$ cat src/verilog/lmq_defines.vh
`ifndef LMQ_DEFINES_VH
`define LMQ_DEFINES_VH
// Register offsets on the drive interface
`define LMQ_ADDR_SYSTEM_CONTROL 6'h00
`define LMQ_ADDR_SYNC_CONTROL 6'h01
`define LMQ_ADDR_LINK_QUALITY 6'h03
// Reset values
`define LMQ_RST_SYSTEM_CONTROL 8'h00
`define LMQ_RST_SYNC_CONTROL 8'h01
// system_control bit positions
`define LMQ_BIT_PROTOCOL_FORCE_RESET 7
`define LMQ_BIT_MESSAGE_CHANNEL_RESET 6
`define LMQ_BIT_PIPE_FIFO_RESET 5
`define LMQ_BIT_READBACK_TEST 4
`define LMQ_BIT_POSITION_READY_ALL 3
`define LMQ_BIT_SERIAL_PIPE_ENABLE 2
`define LMQ_BIT_SYNC_EDGE_SELECT 1
`define LMQ_BIT_LINE_DRIVE_ON 0
// link_quality fields
`define LMQ_BIT_CONNECTION_UP 7
// Quality counter figures
`define LMQ_QUAL_START 4'h8
`define LMQ_QUAL_MAX 5'h0f
`define LMQ_QUAL_WARN 4'he
`define LMQ_DEC_SAFE_SYNC_LAST 5'h04
`define LMQ_DEC_SAFE_SYNC_EARLY 5'h06
`define LMQ_DEC_WEAK_SIGNAL 5'h04
`define LMQ_DEC_PARAM_CODING 5'h01
`define LMQ_DEC_PROCESS_CODING 5'h02
`define LMQ_DEC_SPECIAL_CHAR 5'h02
`define LMQ_DEC_SAFE1_ERROR 5'h06
`define LMQ_DEC_SAFE2_ERROR 5'h08
`endif

$ cat src/verilog/lmq_link_master_control_quality_regs.v
`timescale 1ns/100ps
// Overview of operation
// - Control bits change only by host writes or master reset.
// - Bit 7 holds protocol in reset; clearing it restarts connection.
// - Bit 6 resets message channel, discarding messages in progress.
// - Bit 5 holds pipeline FIFO in reset, empty and unreadable.
// - Bit 4 is a readback test bit with no other effect.
// - Bit 3: position-ready on every position, else only after sync.
// - Bit 2 routes pipe to serial port; pipe registers then read zero.
// - Bit 1 picks sync trailing edge when one, leading when zero.
// - Bit 0 enables cable drivers; zero leaves them high impedance.
// - Safe sync: last byte wrong -4, early byte wrong -6, correct +1.
// - Coding errors: parameter/hub -1, process data -2, special char -2.
// - Safe channel 1 error -6, channel 2 error -8, good checksum +1.
// - Quality counter loads 8 when monitoring starts.
// - Quality counter never exceeds 15.
// - Counter below 14 raises quality_low_warning.
// - Counter at zero forces protocol reset; reports it only if connection_up is still set.
// - Quality register ignores writes; bits 3..0 hold the counter.
// - Bit 7 shows connection_up, also driven on the link output.
`include "lmq_defines.vh"

module lmq_link_master_control_quality_regs (
	// Clock and reset
	input wire clk_in,
	input wire srst_in,
	// Drive interface register access
	input wire [5:0] addr_in,
	input wire wr_in,
	input wire rd_in,
	input wire [7:0] wdata_in,
	output reg [7:0] rdata_out,
	// Pipe register contents from the pipe logic
	input wire [7:0] pipe_status_in,
	input wire [7:0] pipe_data_in,
	input wire pipe_reg_sel_in,
	// Sync input and position receipt
	input wire sync_in,
	input wire pos_received_in,
	// Protocol quality events, one-cycle pulses
	input wire connection_established_in,
	input wire connection_lost_in,
	input wire monitor_start_in,
	input wire safe_sync_last_wrong_in,
	input wire safe_sync_early_wrong_in,
	input wire safe_sync_ok_in,
	input wire param_coding_err_in,
	input wire process_coding_err_in,
	input wire special_char_err_in,
	input wire safe1_err_in,
	input wire safe2_err_in,
	input wire safe_crc_ok_in,
	input wire [2:0] signal_strength_indication_in,
	input wire strength_valid_in,
	// Control outputs to the channel logic
	output reg protocol_reset_out,
	output reg connection_restart_out,
	output reg message_channel_reset_out,
	output reg pipe_fifo_reset_out,
	output reg serial_pipe_enable_out,
	output reg [7:0] sync_divider_out,
	output reg free_running_out,
	output reg sync_event_out,
	output reg position_ready_out,
	// Line driver enable, low while driving
	output reg line_oe_n_out,
	// Status
	output reg [3:0] quality_counter_out,
	output reg quality_low_warning_out,
	output reg quality_reset_error_out,
	output reg link_up_out
);

	reg [7:0] system_control;
	reg [7:0] sync_control;
	reg [3:0] quality_counter;
	reg connection_up;
	reg sync_prev;
	reg sync_armed;
	reg protocol_force_reset_prev;
	reg qual_zero_prev;
	reg [4:0] next_quality;
	reg [5:0] dec_sum;
	reg [1:0] inc_sum;
	wire [7:0] pen_hit;
	wire [39:0] pen_weight;
	wire [5:0] pen_acc [0:8];
	reg [7:0] next_rdata;
	wire sync_rise;
	wire sync_fall;
	wire sync_edge;
	wire qual_zero;
	wire force_reset;

	assign sync_rise = sync_in & ~sync_prev;
	assign sync_fall = ~sync_in & sync_prev;
	assign sync_edge = system_control[`LMQ_BIT_SYNC_EDGE_SELECT] ?
		sync_fall : sync_rise;
	// A zero counter holds the protocol in reset until the next start load
	assign qual_zero = (quality_counter == 4'h0);
	assign force_reset = system_control[`LMQ_BIT_PROTOCOL_FORCE_RESET] |
		qual_zero;

	// Only host writes and reset touch the control bits
	always @(posedge clk_in) begin
		if (srst_in) begin
			system_control <= `LMQ_RST_SYSTEM_CONTROL;
		end else if (wr_in && addr_in == `LMQ_ADDR_SYSTEM_CONTROL) begin
			system_control <= wdata_in;
		end
	end

	// No read path here, so the host must keep its own copy
	always @(posedge clk_in) begin
		if (srst_in) begin
			sync_control <= `LMQ_RST_SYNC_CONTROL;
		end else if (wr_in && addr_in == `LMQ_ADDR_SYNC_CONTROL) begin
			sync_control <= wdata_in;
		end
	end

	// Penalty events, one bit each, weak signal at the bottom
	localparam PEN_COUNT = 8;
	assign pen_hit = {
		safe_sync_last_wrong_in,
		safe_sync_early_wrong_in,
		param_coding_err_in,
		process_coding_err_in,
		special_char_err_in,
		safe1_err_in,
		safe2_err_in,
		strength_valid_in &
			(signal_strength_indication_in == 3'h0)
	};
	// Weights line up with pen_hit, five bits per event
	assign pen_weight = {
		`LMQ_DEC_SAFE_SYNC_LAST,
		`LMQ_DEC_SAFE_SYNC_EARLY,
		`LMQ_DEC_PARAM_CODING,
		`LMQ_DEC_PROCESS_CODING,
		`LMQ_DEC_SPECIAL_CHAR,
		`LMQ_DEC_SAFE1_ERROR,
		`LMQ_DEC_SAFE2_ERROR,
		`LMQ_DEC_WEAK_SIGNAL
	};

	// Running penalty sum; all eight at once (33) still fit six bits
	assign pen_acc[0] = 6'h00;
	genvar gi;
	generate
		for (gi = 0; gi < PEN_COUNT; gi = gi + 1) begin : g_pen
			assign pen_acc[gi + 1] = pen_acc[gi] +
				(pen_hit[gi] ? {1'b0, pen_weight[gi * 5 +: 5]} : 6'h00);
		end
	endgenerate

	// Two reward sources at most, so two bits hold their sum
	always @* begin
		dec_sum = pen_acc[PEN_COUNT];
		inc_sum = {1'b0, safe_sync_ok_in} +
			{1'b0, safe_crc_ok_in};
	end

	// Rewards clamp at the top first, then penalties floor at zero
	always @* begin
		next_quality = {1'b0, quality_counter} + {3'h0, inc_sum};
		if (next_quality > `LMQ_QUAL_MAX) begin
			next_quality = `LMQ_QUAL_MAX;
		end
		if (dec_sum >= {1'b0, next_quality}) begin
			next_quality = 5'h00;
		end else begin
			next_quality = next_quality - dec_sum[4:0];
		end
	end

	// Start load wins; the counter only moves while a connection stands
	always @(posedge clk_in) begin
		if (srst_in) begin
			quality_counter <= 4'h0;
		end else if (monitor_start_in) begin
			quality_counter <= `LMQ_QUAL_START;
		end else if (connection_up) begin
			quality_counter <= next_quality[3:0];
		end
	end

	// Loss or an exhausted counter beats a new connection in one cycle
	always @(posedge clk_in) begin
		if (srst_in) begin
			connection_up <= 1'b0;
		end else if (force_reset || connection_lost_in) begin
			connection_up <= 1'b0;
		end else if (connection_established_in) begin
			connection_up <= 1'b1;
		end
	end

	// Edge detector rests low, the idle level of sync_in, so no false edge
	always @(posedge clk_in) begin
		if (srst_in) begin
			sync_prev <= 1'b0;
			sync_event_out <= 1'b0;
		end else begin
			sync_prev <= sync_in;
			sync_event_out <= sync_edge & ~free_running_out;
		end
	end

	// A selected sync edge arms the next position receipt
	always @(posedge clk_in) begin
		if (srst_in) begin
			sync_armed <= 1'b0;
			position_ready_out <= 1'b0;
		end else begin
			position_ready_out <= pos_received_in &
				(system_control[`LMQ_BIT_POSITION_READY_ALL] |
				sync_armed);
			// An edge beside a receipt keeps the arm for the next one
			if (sync_edge) begin
				sync_armed <= 1'b1;
			end else if (pos_received_in) begin
				sync_armed <= 1'b0;
			end
		end
	end

	// Protocol reset from the host force bit or an exhausted counter
	always @(posedge clk_in) begin
		if (srst_in) begin
			protocol_force_reset_prev <= 1'b0;
			protocol_reset_out <= 1'b1;
			connection_restart_out <= 1'b0;
		end else begin
			protocol_force_reset_prev <= system_control[`LMQ_BIT_PROTOCOL_FORCE_RESET];
			protocol_reset_out <= force_reset;
			// Falling force bit gives a single restart pulse
			connection_restart_out <= protocol_force_reset_prev &
				~system_control[`LMQ_BIT_PROTOCOL_FORCE_RESET];
		end
	end

	// Channel resets and pipe routing are registered copies of the bits
	always @(posedge clk_in) begin
		if (srst_in) begin
			message_channel_reset_out <= 1'b0;
			pipe_fifo_reset_out <= 1'b0;
			serial_pipe_enable_out <= 1'b0;
		end else begin
			message_channel_reset_out <=
				system_control[`LMQ_BIT_MESSAGE_CHANNEL_RESET];
			pipe_fifo_reset_out <=
				system_control[`LMQ_BIT_PIPE_FIFO_RESET];
			serial_pipe_enable_out <=
				system_control[`LMQ_BIT_SERIAL_PIPE_ENABLE];
		end
	end

	// Divider value and the free-running flag it implies
	always @(posedge clk_in) begin
		if (srst_in) begin
			sync_divider_out <= `LMQ_RST_SYNC_CONTROL;
			free_running_out <= 1'b0;
		end else begin
			sync_divider_out <= sync_control;
			free_running_out <= (sync_control == 8'h00);
		end
	end

	// Cable drivers stay off through reset
	always @(posedge clk_in) begin
		if (srst_in) begin
			line_oe_n_out <= 1'b1;
		end else begin
			line_oe_n_out <=
				~system_control[`LMQ_BIT_LINE_DRIVE_ON];
		end
	end

	// Status copies; the reset error pulses once per drop to zero
	always @(posedge clk_in) begin
		if (srst_in) begin
			qual_zero_prev <= 1'b0;
			quality_counter_out <= 4'h0;
			quality_low_warning_out <= 1'b0;
			quality_reset_error_out <= 1'b0;
			link_up_out <= 1'b0;
		end else begin
			qual_zero_prev <= qual_zero & connection_up;
			quality_counter_out <= quality_counter;
			quality_low_warning_out <=
				(quality_counter < `LMQ_QUAL_WARN);
			quality_reset_error_out <= qual_zero & connection_up &
				~qual_zero_prev;
			link_up_out <= connection_up;
		end
	end

	// Read data; sync_control is write-only and reads zero
	always @* begin
		next_rdata = 8'h00;
		case (addr_in)
		`LMQ_ADDR_SYSTEM_CONTROL: begin
			next_rdata = system_control;
		end
		`LMQ_ADDR_SYNC_CONTROL: begin
			next_rdata = 8'h00;
		end
		`LMQ_ADDR_LINK_QUALITY: begin
			next_rdata = {connection_up, 3'h0,
				quality_counter};
		end
		default: begin
			// Outside logic decodes the pipe offsets
			if (pipe_reg_sel_in &&
				!system_control[`LMQ_BIT_SERIAL_PIPE_ENABLE])
				next_rdata = pipe_status_in | pipe_data_in;
		end
		endcase
	end

	// Read data holds between reads
	always @(posedge clk_in) begin
		if (srst_in) begin
			rdata_out <= 8'h00;
		end else if (rd_in) begin
			rdata_out <= next_rdata;
		end
	end

endmodule // lmq_link_master_control_quality_regs
$ cat config.mk
export PLATFORM = sky130hd
export DESIGN_NAME = lmq_link_master_control_quality_regs
export DESIGN_NICKNAME = d
export VERILOG_FILES = /design/src/verilog/lmq_link_master_control_quality_regs.v
export VERILOG_INCLUDE_DIRS = /design/src /design/src/verilog
export SDC_FILE = /design/constraint.sdc
export NUM_CORES = 1
export LEC_CHECK = 0
export BUFFER_PORTS_ARGS = -buffer_cell sky130_fd_sc_hd__buf_2
export CAP_MARGIN = 10
export CORE_UTILIZATION = 50
export CTS_CLUSTER_DIAMETER = 50
export DETAILED_ROUTE_END_ITERATION = 6
export GPL_TIMING_DRIVEN = 0
export PLACE_DENSITY = 0.8
export SLEW_MARGIN = 20
export SYNTH_ARGS = -nofsm -noshare
export SYNTH_HDL_FRONTEND = slang
export SYNTH_SLANG_ARGS = --single-unit
$ cat constraint.sdc
create_clock -name clk_in -period 6.1 [get_ports clk_in]
set_clock_uncertainty 0.2 [all_clocks]
set_input_delay 1.22 -clock clk_in [delete_from_list [all_inputs] [get_ports clk_in]]
set_output_delay 1.22 -clock clk_in [all_outputs]
set_load 0.01 [all_outputs]
=== Yosys cells after proc, flatten, opt, wreduce, memory -nomap -nowiden ===
Index checks and enable logic that the tools add are counted.

* Mux-type cells: 17
* Order comparisons: 3
* Eq/ne operators: 2
* Add/sub/neg operators: 10
* Multiply operators: 0
* Div/mod/pow operators: 0
* Reductions and logical operators: 13
* Bitwise operators: 17
* Shift operators: 0

{| class="wikitable"
|+ Operators with widths
! operator !! count
|-
| $pmux W8 S3 || 1
|-
| $mux W4 || 4
|-
| $add A6 B2 Y6 || 2
|-
| $add A6 B3 Y6 || 2
|-
| $mux W3 || 4
|-
| $and A1 B1 Y1 || 8
|-
| $logic_not A8 Y1 || 1
|-
| $mux W8 || 1
|-
| $or A8 B8 Y8 || 1
|-
| $add A5 B3 Y6 || 1
|-
| $add A6 B1 Y6 || 1
|-
| $eq A6 B1 Y1 const B || 1
|-
| $eq A6 B2 Y1 const B || 1
|-
| $ge A6 B5 Y1 || 1
|-
| $logic_not A6 Y1 || 1
|-
| $not A1 Y1 || 6
|-
| $add A3 B4 Y5 || 1
|-
| $add A4 B2 Y5 || 1
|-
| $gt A5 B4 Y1 const B || 1
|-
| $mux W5 || 1
|-
| $logic_not A4 Y1 || 1
|-
| $lt A4 B4 Y1 const B || 1
|-
| $mux W1 || 4
|-
| $mux W2 || 2
|-
| other kinds (9) || 14
|}

* Bits in latches: 0
* Memories kept: 0
* Bits in read-only memories: 0
* Bits in registers: 57
* Output and inout port bits: 32
* Word-level logic and storage cells: 86
* Input port bits: 53
* RAM bits: 0

=== Logic depth before layout (Yosys ltp) ===
Gate-level depths: netlist of the first run.

* Depth in word-level cells: 14
* Mapped depth: 14
* Mapped depth without buffers: 14

=== Least setup slack after synthesis of the first run ===
OpenSTA, ideal clock, no wires.

* Path kind: input port to flip-flop
* Start: in signal_strength_indication_in[1]
* End: reg quality_counter[2]
* Setup slack: 1.379 ns
* Setup time: 0.074 ns
* Stages: 13
* Data required time: 5.826 ns
* Arrival time: 4.447 ns
* Buffers on the path: 0
* Cell sequence: or4b_2 fa_1 inv_1 ha_1 inv_1 fa_1 inv_1 ha_1 a21o_1 a221oi_1 o21ai_0 or3_1 o21ai_0

* Word-level cells in the longest chain between the ends: 12
* Elaborated cells on any way between the ends: 13
* Classes of those cells: add/sub: 8; order compare: 1; mux: 2; bitwise: 1; reduce/logical: 1

{| class="wikitable"
|+ Ends and longest elaborated chain
! item !! line !! source
|-
| start, declared || lmq_link_master_control_quality_regs.v:53 || <nowiki>input wire [2:0] signal_strength_indication_in,</nowiki>
|-
| $logic_not A3 Y1 * || lmq_link_master_control_quality_regs.v:133 || <nowiki>(signal_strength_indication_in == 3'h0)</nowiki>
|-
| $and A1 B1 Y1 * || lmq_link_master_control_quality_regs.v:132 || <nowiki>strength_valid_in &</nowiki>
|-
| $mux W3 * || lmq_link_master_control_quality_regs.v:153 || <nowiki>(pen_hit[gi] ? {1'b0, pen_weight[gi * 5 +: 5]} : 6'h00);</nowiki>
|-
| $add A3 B4 Y5 * || lmq_link_master_control_quality_regs.v:152 || <nowiki>assign pen_acc[gi + 1] = pen_acc[gi] +</nowiki>
|-
| $add A5 B3 Y6 * || lmq_link_master_control_quality_regs.v:152 ||
|-
| $add A6 B2 Y6 * (2 in series) || lmq_link_master_control_quality_regs.v:152 ||
|-
| $add A6 B1 Y6 * || lmq_link_master_control_quality_regs.v:152 ||
|-
| $add A6 B3 Y6 * (2 in series) || lmq_link_master_control_quality_regs.v:152 ||
|-
| $ge A6 B5 Y1 / $sub A4 B4 Y4 (equally long branches) || lmq_link_master_control_quality_regs.v:170, lmq_link_master_control_quality_regs.v:173 ||
|-
| $mux W4 * || lmq_link_master_control_quality_regs.v:170 || <nowiki>if (dec_sum >= {1'b0, next_quality}) begin</nowiki>
|-
| end signal, assigned || lmq_link_master_control_quality_regs.v:182 || <nowiki>quality_counter <= `LMQ_QUAL_START;</nowiki>
|-
| end signal, assigned || lmq_link_master_control_quality_regs.v:184 || <nowiki>quality_counter <= next_quality[3:0];</nowiki>
|-
| end, declared || lmq_link_master_control_quality_regs.v:76 || <nowiki>reg [3:0] quality_counter;</nowiki>
|}

Every way passes the cells marked *; elsewhere a longest branch is shown, timed or not.
A chain may end at the register's enable or synchronous reset.

=== Final worst setup path of the first run ===
Ends and elaborated chain as after synthesis.

==> run summary, run 1 <==
status - completed
Largest stage delay, worst path - 0.68 ns
# rows - 25
Syn Area/Cell - 9.44 sq um
Synth area leaders - dfxtp_1 46%, ha_1 6.6%, fa_1 4.8%, nor2b_1 4.0%, nand2_1 3.3%
final instance area - 0.00320 sq mm
vias in the first global route - 2,042
Die ar. - 0.00525 sq mm
Sum Neg Setup Slack - 0 ns
HPWL after DPL - 4.18 mm
Placed Instances - 413
grt ovf - 0
layout overhead on the synthesized area - 28.7%
Crit Path Max Fanout - 3
FF+latch count, synth - 57
ANT cells - 0
critical path data required time - 6.15 ns
I/O pin count - 85
root buffer cell - clkbuf_8
gp weighted congestion - 0.872
layout cell share with drive strength beyond 1 - 29.1%
critical path endpoint category - flip-flop
PD cells - 273 mW/mm^2
Synth cell types - 35
Synth Flop Type - dfxtp_1
core area - 0.00475 sq mm
Setup Fix Bufs, Post-CTS - 0
cts repair resizes - 0
Pleak - 1.55 nW
initial DRC count - 107
starting density of the core - 52.2%
Final setup viols - 0
Synth Instances - 263
Final min period - 4.70 ns
first-pass GRT wire length - 8.78 mm
RSZ-0062 raised after global routing - no
Crit-path slowest cell - or4b_2
CTS H-tree depth - 3
initial antenna violation count - 0
number of synthesized flops with an enable pin - 0
most common cell in the netlist - dfxtp_1
mapped cell area - 0.00248 sq mm
kind of start point of the critical path - input port
Buf/Inv on CP - 4
Placed Area - 0.00298 sq mm
Routed WL - 5.32 mm
CTS clk-pin slew, worst paths - 0.06 ns
cell family with most CP delay - adder cells
I/O Buffers - 83
Max Fclk - 0.213 GHz
Die X - 72.5 microns
Max Slew Vio Count - 0
most frequent CP cell - inv_1
largest net degree at the start of global routing - 11
sequential cell area fraction in the yosys report - 46.0%
Via-to-Cell Ratio - 4.94
Post-synth top cells - 57 x dfxtp_1, 22 x nand2_1, 22 x nor2_1
CTS tree - done
WS Path Type - in2reg
Die Span Y - 72.5 microns
WL/cell - 12.4 microns
top-area cell type share of the netlist area - 46.0%
period utilization - 77.0%
VDD IR max - 133 uV
Final Non-Filler Cells - 428
pre-CTS setup slack - 1.06 ns
number of hold buffers added after CTS - 0
gr usage total - 22.0%
YS warnings - 0
Syn Nets - 335
ys async rst share - 0%
critical path, cell by cell - buf_2 > or4b_2 > fa_1 > inv_1 > ha_1 > inv_1 > fa_1 > inv_1 > ha_1 > a21o_1 > a221oi_1 > o21ai_0 > or3_1 > o21ai_0
Final Hold Vio Count - 0
dominant cell type by area after synthesis - dfxtp_1
Post-DRT Antenna Nets - 0
CTS buffer count - 9
setup slack after layout - 1.40 ns
MaxCap Viol Count - 0
via count - 2,114
drt pass-1 iters - 4
Layout Utilization - 67.2%
Slew @ Worst Pin - 0.523 ns
worst rel slew slack - 65.1%
DR DRC count - 0
Pwr Total - 874 uW
Clk Latency, worst-skew pair - 0.32 ns
arrival time at the worst endpoint - 4.74 ns
clock net sink count - 57
fillers - 414
Worst Hold Slack - 0.211 ns
Hold Crit Class - reg2reg
fin nets - 429
clock buffer depth - 2
cell type report:
type | count | area, sq um | area share [%]
Buffer | 11 | 48.8 | 1.53
Tap cell | 67 | 83.8 | 2.62
Clock buffer | 13 | 179 | 5.60
Timing Repair Buffer | 83 | 415 | 13.0
Multi-Input combinational cell | 176 | 1220 | 38.2
Clock inverter | 2 | 35.0 | 1.10
Inverter | 19 | 71.3 | 2.23
Sequential cell | 57 | 1140 | 35.7
state kept, by name, summed over array words and instances (netlist names), 4 cells and up:
register             count
sync_divider_out         8
rdata_out                8
system_control           8
quality_counter_out      4
sync_control             8
quality_counter          4
metal layers:
layer | vias to the layer above | track usage, % | wire (microns)
met1 | 975 | 26.4 | 2420
met4 | 0 | 10.9 | 56
li1 | 1078 | - | -
met2 | 57 | 37.2 | 2620
met3 | 4 | 5.00 | 229
met5 | - | 0 | 0
final timing paths:
check                                                 startpoint                                  to  slack [ns]  cells past startpoint
worst max-delay path            signal_strength_indication_in[1]     quality_counter[2]$_SDFFE_PP0P_        1.40                     14
worst min register to register         qual_zero_prev$_SDFF_PP0_  quality_reset_error_out$_SDFF_PP0_        0.21                      1
worst max register to register   quality_counter[0]$_SDFFE_PP0P_     quality_counter[2]$_SDFFE_PP0P_        3.00                     10
worst min-delay path                   qual_zero_prev$_SDFF_PP0_  quality_reset_error_out$_SDFF_PP0_        0.21                      1
cell families after synthesis:
kind of cell,after synthesis,share of synthesized area [%]
other,1,0.151
and+or+nand+nor,98,21.3
muxes,8,3.23
DFF,57,46.0
AOI/OAI and AO/OA,47,12.1
xor gates and xnor gates,3,1.06
buffers and inverters,30,4.84
adders and majority gates,19,11.4
cell usage in the layout, fill, tap and decap left out, types with 2 or more instances in the layout:
cell / n
nor2b_1: 16
buf_2: 83
nor2_1: 22
mux2i_1: 8
nand2b_1: 7
clkbuf_1: 10
nor3_1: 6
clkbuf_8: 13
o21ai_0: 14
or4_1: 2
or3_1: 2
a21oi_1: 11
nand2_1: 22
fa_1: 6
a31oi_1: 3
a311oi_1: 9
a21boi_0: 5
nand3_1: 11
dfxtp_1: 57
a21o_1: 3
inv_1: 19
xnor2_1: 3
ha_1: 13
report_power, final:
part	total (mW)	switching (mW)	internal [mW]	leakage, nW
clock	0.361	0.130	0.230	0.112
combinational	0.129	0.0682	0.0608	0.974
sequential	0.384	0.00370	0.381	0.463
Power figures use the tool's default switching activity.
==> inputs of run 2 (changes only) <==
CORE_UTILIZATION = 45   (was 50)
PLACE_DENSITY = 0.76   (was 0.8)
clock period = 4.1 ns   (was 6.1 ns; I/O delays follow)
==> run 2 against run 1 <==
  * Total power up 48%
  * Design area up 0.94%
  * Routed wire length up 6.5%
  * Register-to-register slack worse by 1.9 ns
  * First-iteration DRC count up 9.3%
  * Worst setup slack worse by 1.3 ns
  * Cell count up 0.93%
  * Utilization down 5.2 points
  * Critical path type unchanged
  * Critical endpoint is now quality_counter[0]$_SDFFE_PP0P_
  * Largest cell class unchanged
==> run summary, run 2 (synthesis results as in run 1) <==
starting density of the core - 47.7% (was 52.2%)
GR peak layer - met2 (unchanged)
layout cell share with drive strength beyond 1 - 31.2% (was 29.1%)
reg2reg path depth - 10 (unchanged)
Final min period - 3.99 ns
WL/cell - 13.1 microns (was 12.4 microns)
pre-CTS setup slack - -0.271 ns (was 1.06 ns)
combinational fraction of design power - 16.7% (was 14.8%)
CTS H-tree depth - 3 (unchanged)
setup slack after layout - 0.105 ns (was 1.40 ns)
PD cells - 401 mW/mm^2 (was 273 mW/mm^2)
critical path data required time - 4.15 ns (was 6.15 ns)
Slew @ Worst Pin - 0.516 ns (was 0.523 ns)
layout overhead on the synthesized area - 29.9% (was 28.7%)
gp weighted congestion - 0.848 (was 0.872)
grt ovf - 0 (unchanged)
most frequent cells in the layout - 83 x buf_2, 57 x dfxtp_1, 22 x nand2_1, 22 x nor2_1 (was 83 x buf_2, 57 x dfxtp_1, 22 x nand2_1, 22 x nor2_1, 19 x inv_1)
largest net degree at the start of global routing - 11 (unchanged)
Pwr Total - 1.29 mW (was 874 uW)
gr usage total - 20.4% (was 22.0%)
CTS tree - done (unchanged)
Via-to-Cell Ratio - 4.87 (was 4.94)
Post-DRT Antenna Nets - 0 (unchanged)
status - completed (unchanged)
Placed Area - 0.00301 sq mm (was 0.00298 sq mm)
arrival time at the worst endpoint - 4.05 ns (was 4.74 ns)
Die ar. - 0.00582 sq mm (was 0.00525 sq mm)
Die X - 76.3 microns (was 72.5 microns)
first-pass GRT wire length - 9.37 mm (was 8.78 mm)
WS Path Type - in2reg (unchanged)
worst rel slew slack - 65.6% (was 65.1%)
footprint of the multi-input gates - 0.00126 sq mm (was 0.00122 sq mm)
fillers - 469 (was 414)
Pleak - 1.54 nW (was 1.55 nW)
FF/Latch Area - 0.00114 sq mm (unchanged)
sw frac - 25.5% (was 23.1%)
Placed Instances - 416 (was 413)
critical path endpoint category - flip-flop (unchanged)
MaxCap Viol Count - 0 (unchanged)
CTS buffer count - 9 (unchanged)
Routed WL - 5.67 mm (was 5.32 mm)
initial antenna violation count - 0 (unchanged)
clock buffer depth - 2 (unchanged)
Max Slew Vio Count - 0 (unchanged)
Clk Latency, worst-skew pair - 0.32 ns (about the same)
clock net sink count - 57 (unchanged)
I/O pin count - 85 (unchanged)
Hold Crit Depth - 1 (unchanged)
ANT cells - 0 (unchanged)
grt met2 use - 33.6% (was 37.2%)
Final Non-Filler Cells - 432 (was 428)
core area - 0.00520 sq mm (was 0.00475 sq mm)
commonest non-fill, non-tap cell in the layout - buf_2 (unchanged)
Sum Neg Setup Slack - 0 ns (unchanged)
RR Startpoint - quality_counter[0]$_SDFFE_PP0P_ (unchanged)
kind of start point of the critical path - input port (unchanged)
Internal - 964 uW (was 672 uW)
Hold Path Origin - system_control[0]$_SDFFE_PP0P_ (was qual_zero_prev$_SDFF_PP0_)
# rows - 26 (was 25)
fin nets - 429 (unchanged)
initial DRC count - 117 (was 107)
clock share of power - 39.1% (was 41.3%)
Final Hold Vio Count - 0 (unchanged)
Max Fclk - 0.250 GHz
Hold Crit Class - reg2reg (unchanged)
VDD IR max - 162 uV (was 133 uV)
Crit Path Max Fanout - 3 (unchanged)
critical path, cell by cell - buf_2 > fa_1 > inv_1 > fa_1 > inv_2 > ha_4 > inv_2 > fa_1 > inv_2 > ha_4 > a21o_1 > a221oi_2 > o21ai_1 > or3_4 > o21ai_1 (was buf_2 > or4b_2 > fa_1 > inv_1 > ha_1 > inv_1 > fa_1 > inv_1 > ha_1 > a21o_1 > a221oi_1 > o21ai_0 > or3_1 > o21ai_0)
Largest stage delay, worst path - 0.54 ns (was 0.68 ns)
Die Span Y - 76.3 microns (was 72.5 microns)
drt pass-1 iters - 4 (unchanged)
I/O Buffers - 83 (unchanged)
root buffer cell - clkbuf_8 (unchanged)
period utilization - 97.4%
Reg power frac - 44.2% (was 44.0%)
vias in the first global route - 2,100 (was 2,042)
Crit-path slowest cell - fa_1 (was or4b_2)
met1 Usage GRT - 24.9% (was 26.4%)
Critical R2R Capture - quality_counter[0]$_SDFFE_PP0P_ (was quality_counter[2]$_SDFFE_PP0P_)
CTS clk-pin slew, worst paths - 0.06 ns (about the same)
r2r setup slk - 1.09 ns (was 3.00 ns)
Layout Utilization - 62.0% (was 67.2%)
via count - 2,104 (was 2,114)
Final setup viols - 0 (unchanged)
met3 global-route usage - 6.47% (was 5.00%)
Worst Hold End - line_oe_n_out$_SDFF_PP1_ (was quality_reset_error_out$_SDFF_PP0_)
DR DRC count - 0 (unchanged)
HPWL after DPL - 4.35 mm (was 4.18 mm)
NetSw - 330 uW (was 202 uW)
Worst Hold Slack - 0.206 ns (was 0.211 ns)
final instance area - 0.00323 sq mm (was 0.00320 sq mm)
-- run 2: cell types whose count changed in the layout (fill, tap and decap cells not counted), moves of 2 or more --
cell | before | now
o21ai_0 | 14 | 10
inv_2 | 0 | 3
ha_4 | 0 | 2
ha_1 | 13 | 11
clkbuf_8 | 13 | 10
inv_1 | 19 | 16
o21ai_1 | 0 | 3
clkinvlp_4 | 0 | 2
-- run 2: worst max-delay path by stage --
stage / cells after the start / slack [ns] / to / startpoint
CTS: 15 / 0.06 / quality_counter[1]$_SDFFE_PP0P_ / safe_sync_last_wrong_in
finish: 15 / 0.11 / quality_counter[0]$_SDFFE_PP0P_ / safe_sync_last_wrong_in
global route: 15 / -0.03 / quality_counter[0]$_SDFFE_PP0P_ / safe_sync_last_wrong_in
detailed placement: 15 / -0.27 / quality_counter[1]$_SDFFE_PP0P_ / safe_sync_last_wrong_in
global placement: 15 / -0.24 / quality_counter[1]$_SDFFE_PP0P_ / safe_sync_last_wrong_in
floorplan: 13 / -0.02 / quality_counter[0]$_SDFFE_PP0P_ / signal_strength_indication_in[1]
-- run 2: area by class of cell --
type | instances | share of cell area (%)
buffer | 11 | 1.51
clock buffer | 11 | 4.38
clock inverter | 5 | 1.71
inverter | 19 | 2.21
multi-input combinational | 176 | 39.2
sequential | 57 | 35.4
tap | 70 | 2.72
timing repair buffer | 83 | 12.9
-- run 2: per-layer routing --
metal | routed length (microns) | vias to the layer above
li1 | - | 1078
met1 | 2580 | 958
met2 | 2710 | 62
met3 | 310 | 6
met4 | 67 | 0
met5 | 0 | -
-- run 2: timing repair --
action / CTS / global route
resized for setup: 0 / 4
hold buffers: 0 / 0
endpoints found under the setup margin: 0 / 4
hold endpoints to repair: 0 / 0
buffers inserted: 0 / 0
-- run 2: worst max-delay path: cells and delay by family --
kind	cells	cell delay (ns)
fa+ha+maj	5	1.86
compound gates	4	0.66
simple gates	1	0.39
buf+inv	5	0.32
-- run 2: power groups by stage --
stage	clock, mW	combinational [mW]	sequential, mW
4_1_cts	0.516	0.213	0.571
3_3_place_gp	0	0.203	0.584
3_5_place_dp	0	0.212	0.584
2_1_floorplan	0	0.135	0.588
5_1_grt	0.544	0.246	0.573
6_report	0.507	0.216	0.572
==> inputs of run 3 (changes only) <==
CORE_ASPECT_RATIO = 0.8   (was not set)
PLACE_DENSITY = 0.85   (was 0.76)
==> run 3 against run 2 <==
  * Sequential share of layout area shrank 0.45 points
  * First-iteration DRC count grew 36%
  * Cell count down 1.6%
  * Sequential power is essentially flat
  * Sequential cell count is the same
  * Design area grew 1.3%
  * Critical path depth is the same
  * Largest power group unchanged
==> run summary, run 3 (synthesis results as in run 1) <==
period utilization - 99.1% (was 97.4%)
clock buffer depth - 2 (unchanged)
crit path launch - safe_sync_last_wrong_in (unchanged)
Max Slew Vio Count - 0 (unchanged)
commonest non-fill, non-tap cell in the layout - buf_2 (unchanged)
critical path, cell by cell - buf_6 > fa_1 > inv_1 > fa_1 > inv_2 > ha_4 > inv_2 > fa_1 > inv_2 > ha_4 > a21o_1 > a221oi_2 > o21ai_2 > or3_4 > o21ai_2 (was buf_2 > fa_1 > inv_1 > fa_1 > inv_2 > ha_4 > inv_2 > fa_1 > inv_2 > ha_4 > a21o_1 > a221oi_2 > o21ai_1 > or3_4 > o21ai_1)
layout cell share with drive strength beyond 1 - 32.0% (was 31.2%)
most frequent cells in the layout - 80 x buf_2, 57 x dfxtp_1, 22 x nand2_1, 22 x nor2_1 (was 83 x buf_2, 57 x dfxtp_1, 22 x nand2_1, 22 x nor2_1)
Final setup viols - 0 (unchanged)
sw frac - 25.3% (was 25.5%)
Routed WL - 6.68 mm (was 5.67 mm)
core area - 0.00515 sq mm (was 0.00520 sq mm)
Internal - 1.01 mW (was 964 uW)
clock net sink count - 57 (unchanged)
Max Fclk - 0.246 GHz (was 0.250 GHz)
ANT cells - 0 (unchanged)
first-pass GRT wire length - 10.2 mm (was 9.37 mm)
Die X - 85.0 microns (was 76.3 microns)
Hold Path Origin - qual_zero_prev$_SDFF_PP0_ (was system_control[0]$_SDFFE_PP0P_)
drt pass-1 iters - 4 (unchanged)
MaxCap Viol Count - 0 (unchanged)
# rows - 23 (was 26)
RR Startpoint - quality_counter[0]$_SDFFE_PP0P_ (unchanged)
initial DRC count - 159 (was 117)
fin nets - 430 (was 429)
critical path data required time - 4.17 ns (was 4.15 ns)
Die ar. - 0.00582 sq mm (about the same)
grt ovf - 0 (unchanged)
NetSw - 342 uW (was 330 uW)
WL/cell - 15.7 microns (was 13.1 microns)
DR DRC count - 0 (unchanged)
Via-to-Cell Ratio - 5.39 (was 4.87)
Slew @ Worst Pin - 0.548 ns (was 0.516 ns)
Pleak - 1.56 nW (was 1.54 nW)
I/O pin count - 85 (unchanged)
via count - 2,290 (was 2,104)
gp weighted congestion - 0.826 (was 0.848)
arrival time at the worst endpoint - 4.13 ns (was 4.05 ns)
Worst Hold Slack - 0.208 ns (was 0.206 ns)
CTS tree - done (unchanged)
critical path endpoint category - flip-flop (unchanged)
Post-DRT Antenna Nets - 0 (unchanged)
starting density of the core - 48.2% (was 47.7%)
Reg power frac - 42.4% (was 44.2%)
HPWL after DPL - 4.77 mm (was 4.35 mm)
I/O Buffers - 83 (unchanged)
pre-CTS setup slack - -0.322 ns (was -0.271 ns)
status - completed (unchanged)
Final min period - 4.06 ns (was 3.99 ns)
PD cells - 413 mW/mm^2 (was 401 mW/mm^2)
RSZ-0062 raised after global routing - yes
clock share of power - 39.8% (was 39.1%)
VDD IR max - 236 uV (was 162 uV)
Crit-path slowest cell - fa_1 (unchanged)
Hold Crit Class - reg2reg (unchanged)
CTS H-tree depth - 3 (unchanged)
WS Path Type - in2reg (unchanged)
combinational fraction of design power - 17.7% (was 16.7%)
gr usage total - 23.9% (was 20.4%)
CTS buffer count - 9 (unchanged)
number of hold buffers added after CTS - 0 (unchanged)
layout overhead on the synthesized area - 31.6% (was 29.9%)
Crit Path Max Fanout - 3 (unchanged)
Die Span Y - 68.4 microns (was 76.3 microns)
Largest stage delay, worst path - 0.54 ns (about the same)
initial antenna violation count - 0 (unchanged)
setup slack after layout - 0.0379 ns (was 0.105 ns)
Final Hold Vio Count - 0 (unchanged)
root buffer cell - clkbuf_8 (unchanged)
kind of start point of the critical path - input port (unchanged)
largest net degree at the start of global routing - 11 (unchanged)
Clk Latency, worst-skew pair - 0.34 ns (was 0.32 ns)
worst rel slew slack - 63.5% (was 65.6%)
CTS clk-pin slew, worst paths - 0.06 ns (about the same)
vias in the first global route - 2,200 (was 2,100)
run 3: final cells by class:
| type | count | area [sq um] |
|---|---|---|
| inverter | 19 | 71.3 |
| timing repair buffer | 84 | 442 |
| clock inverter | 2 | 35.0 |
| tap | 62 | 77.6 |
| fill | 441 | 1880 |
| buffer | 11 | 48.8 |
| multi-input combinational | 176 | 1280 |
| clock buffer | 14 | 173 |
| sequential | 57 | 1140 |
run 3: metrics by stage:
step	total power, mW	setup TNS, ns	cell area [sq um]	utilization [%]	cells
CTS	1.33	0	3210	62.3	424
detailed placement	0.800	-1.16	3000	58.2	408
finish	1.35	0	3270	63.4	425
floorplan	0.723	-0.0446	2510	-	263
global route	1.41	-0.127	3270	63.4	425
global placement	0.786	-0.883	3000	58.2	408
run 3: final timing paths:
path                                        end  slack, ns  cells past startpoint
max reg2reg     quality_counter[0]$_SDFFE_PP0P_       1.01                     10
min          quality_reset_error_out$_SDFF_PP0_       0.21                      1
max             quality_counter[0]$_SDFFE_PP0P_       0.04                     15
min reg2reg  quality_reset_error_out$_SDFF_PP0_       0.21                      1
run 3: layer usage:
layer	vias up	global-route usage (%)	wire length (microns)
met4	0	14.0	247
met3	26	7.72	501
met2	103	41.2	3320
met5	-	0	0
li1	1084	-	-
met1	1077	26.4	2610
run 3: repair_timing:
| action | 4_1_cts | 5_1_grt |
|---|---|---|
| setup buffers | 0 | 1 |
| gates resized for setup | 0 | 11 |
| setup endpoints to repair | 0 | 4 |
run 3: worst max-delay path, delay by kind of cell:
| family | cells | cell delay (ns) |
|---|---|---|
| adder cells (fa/ha/maj) | 5 | 1.88 |
| buffers and inverters | 5 | 0.31 |
| AO/OA/AOI/OAI | 4 | 0.71 |
| AND/OR/NAND/NOR | 1 | 0.41 |
run 3: power groups by stage:
stage / sequential (mW) / combinational [mW] / clock [mW]
global route: 0.574 / 0.267 / 0.567
detailed placement: 0.584 / 0.216 / 0
global placement: 0.584 / 0.202 / 0
finish: 0.573 / 0.240 / 0.538
CTS: 0.573 / 0.218 / 0.543
floorplan: 0.588 / 0.135 / 0
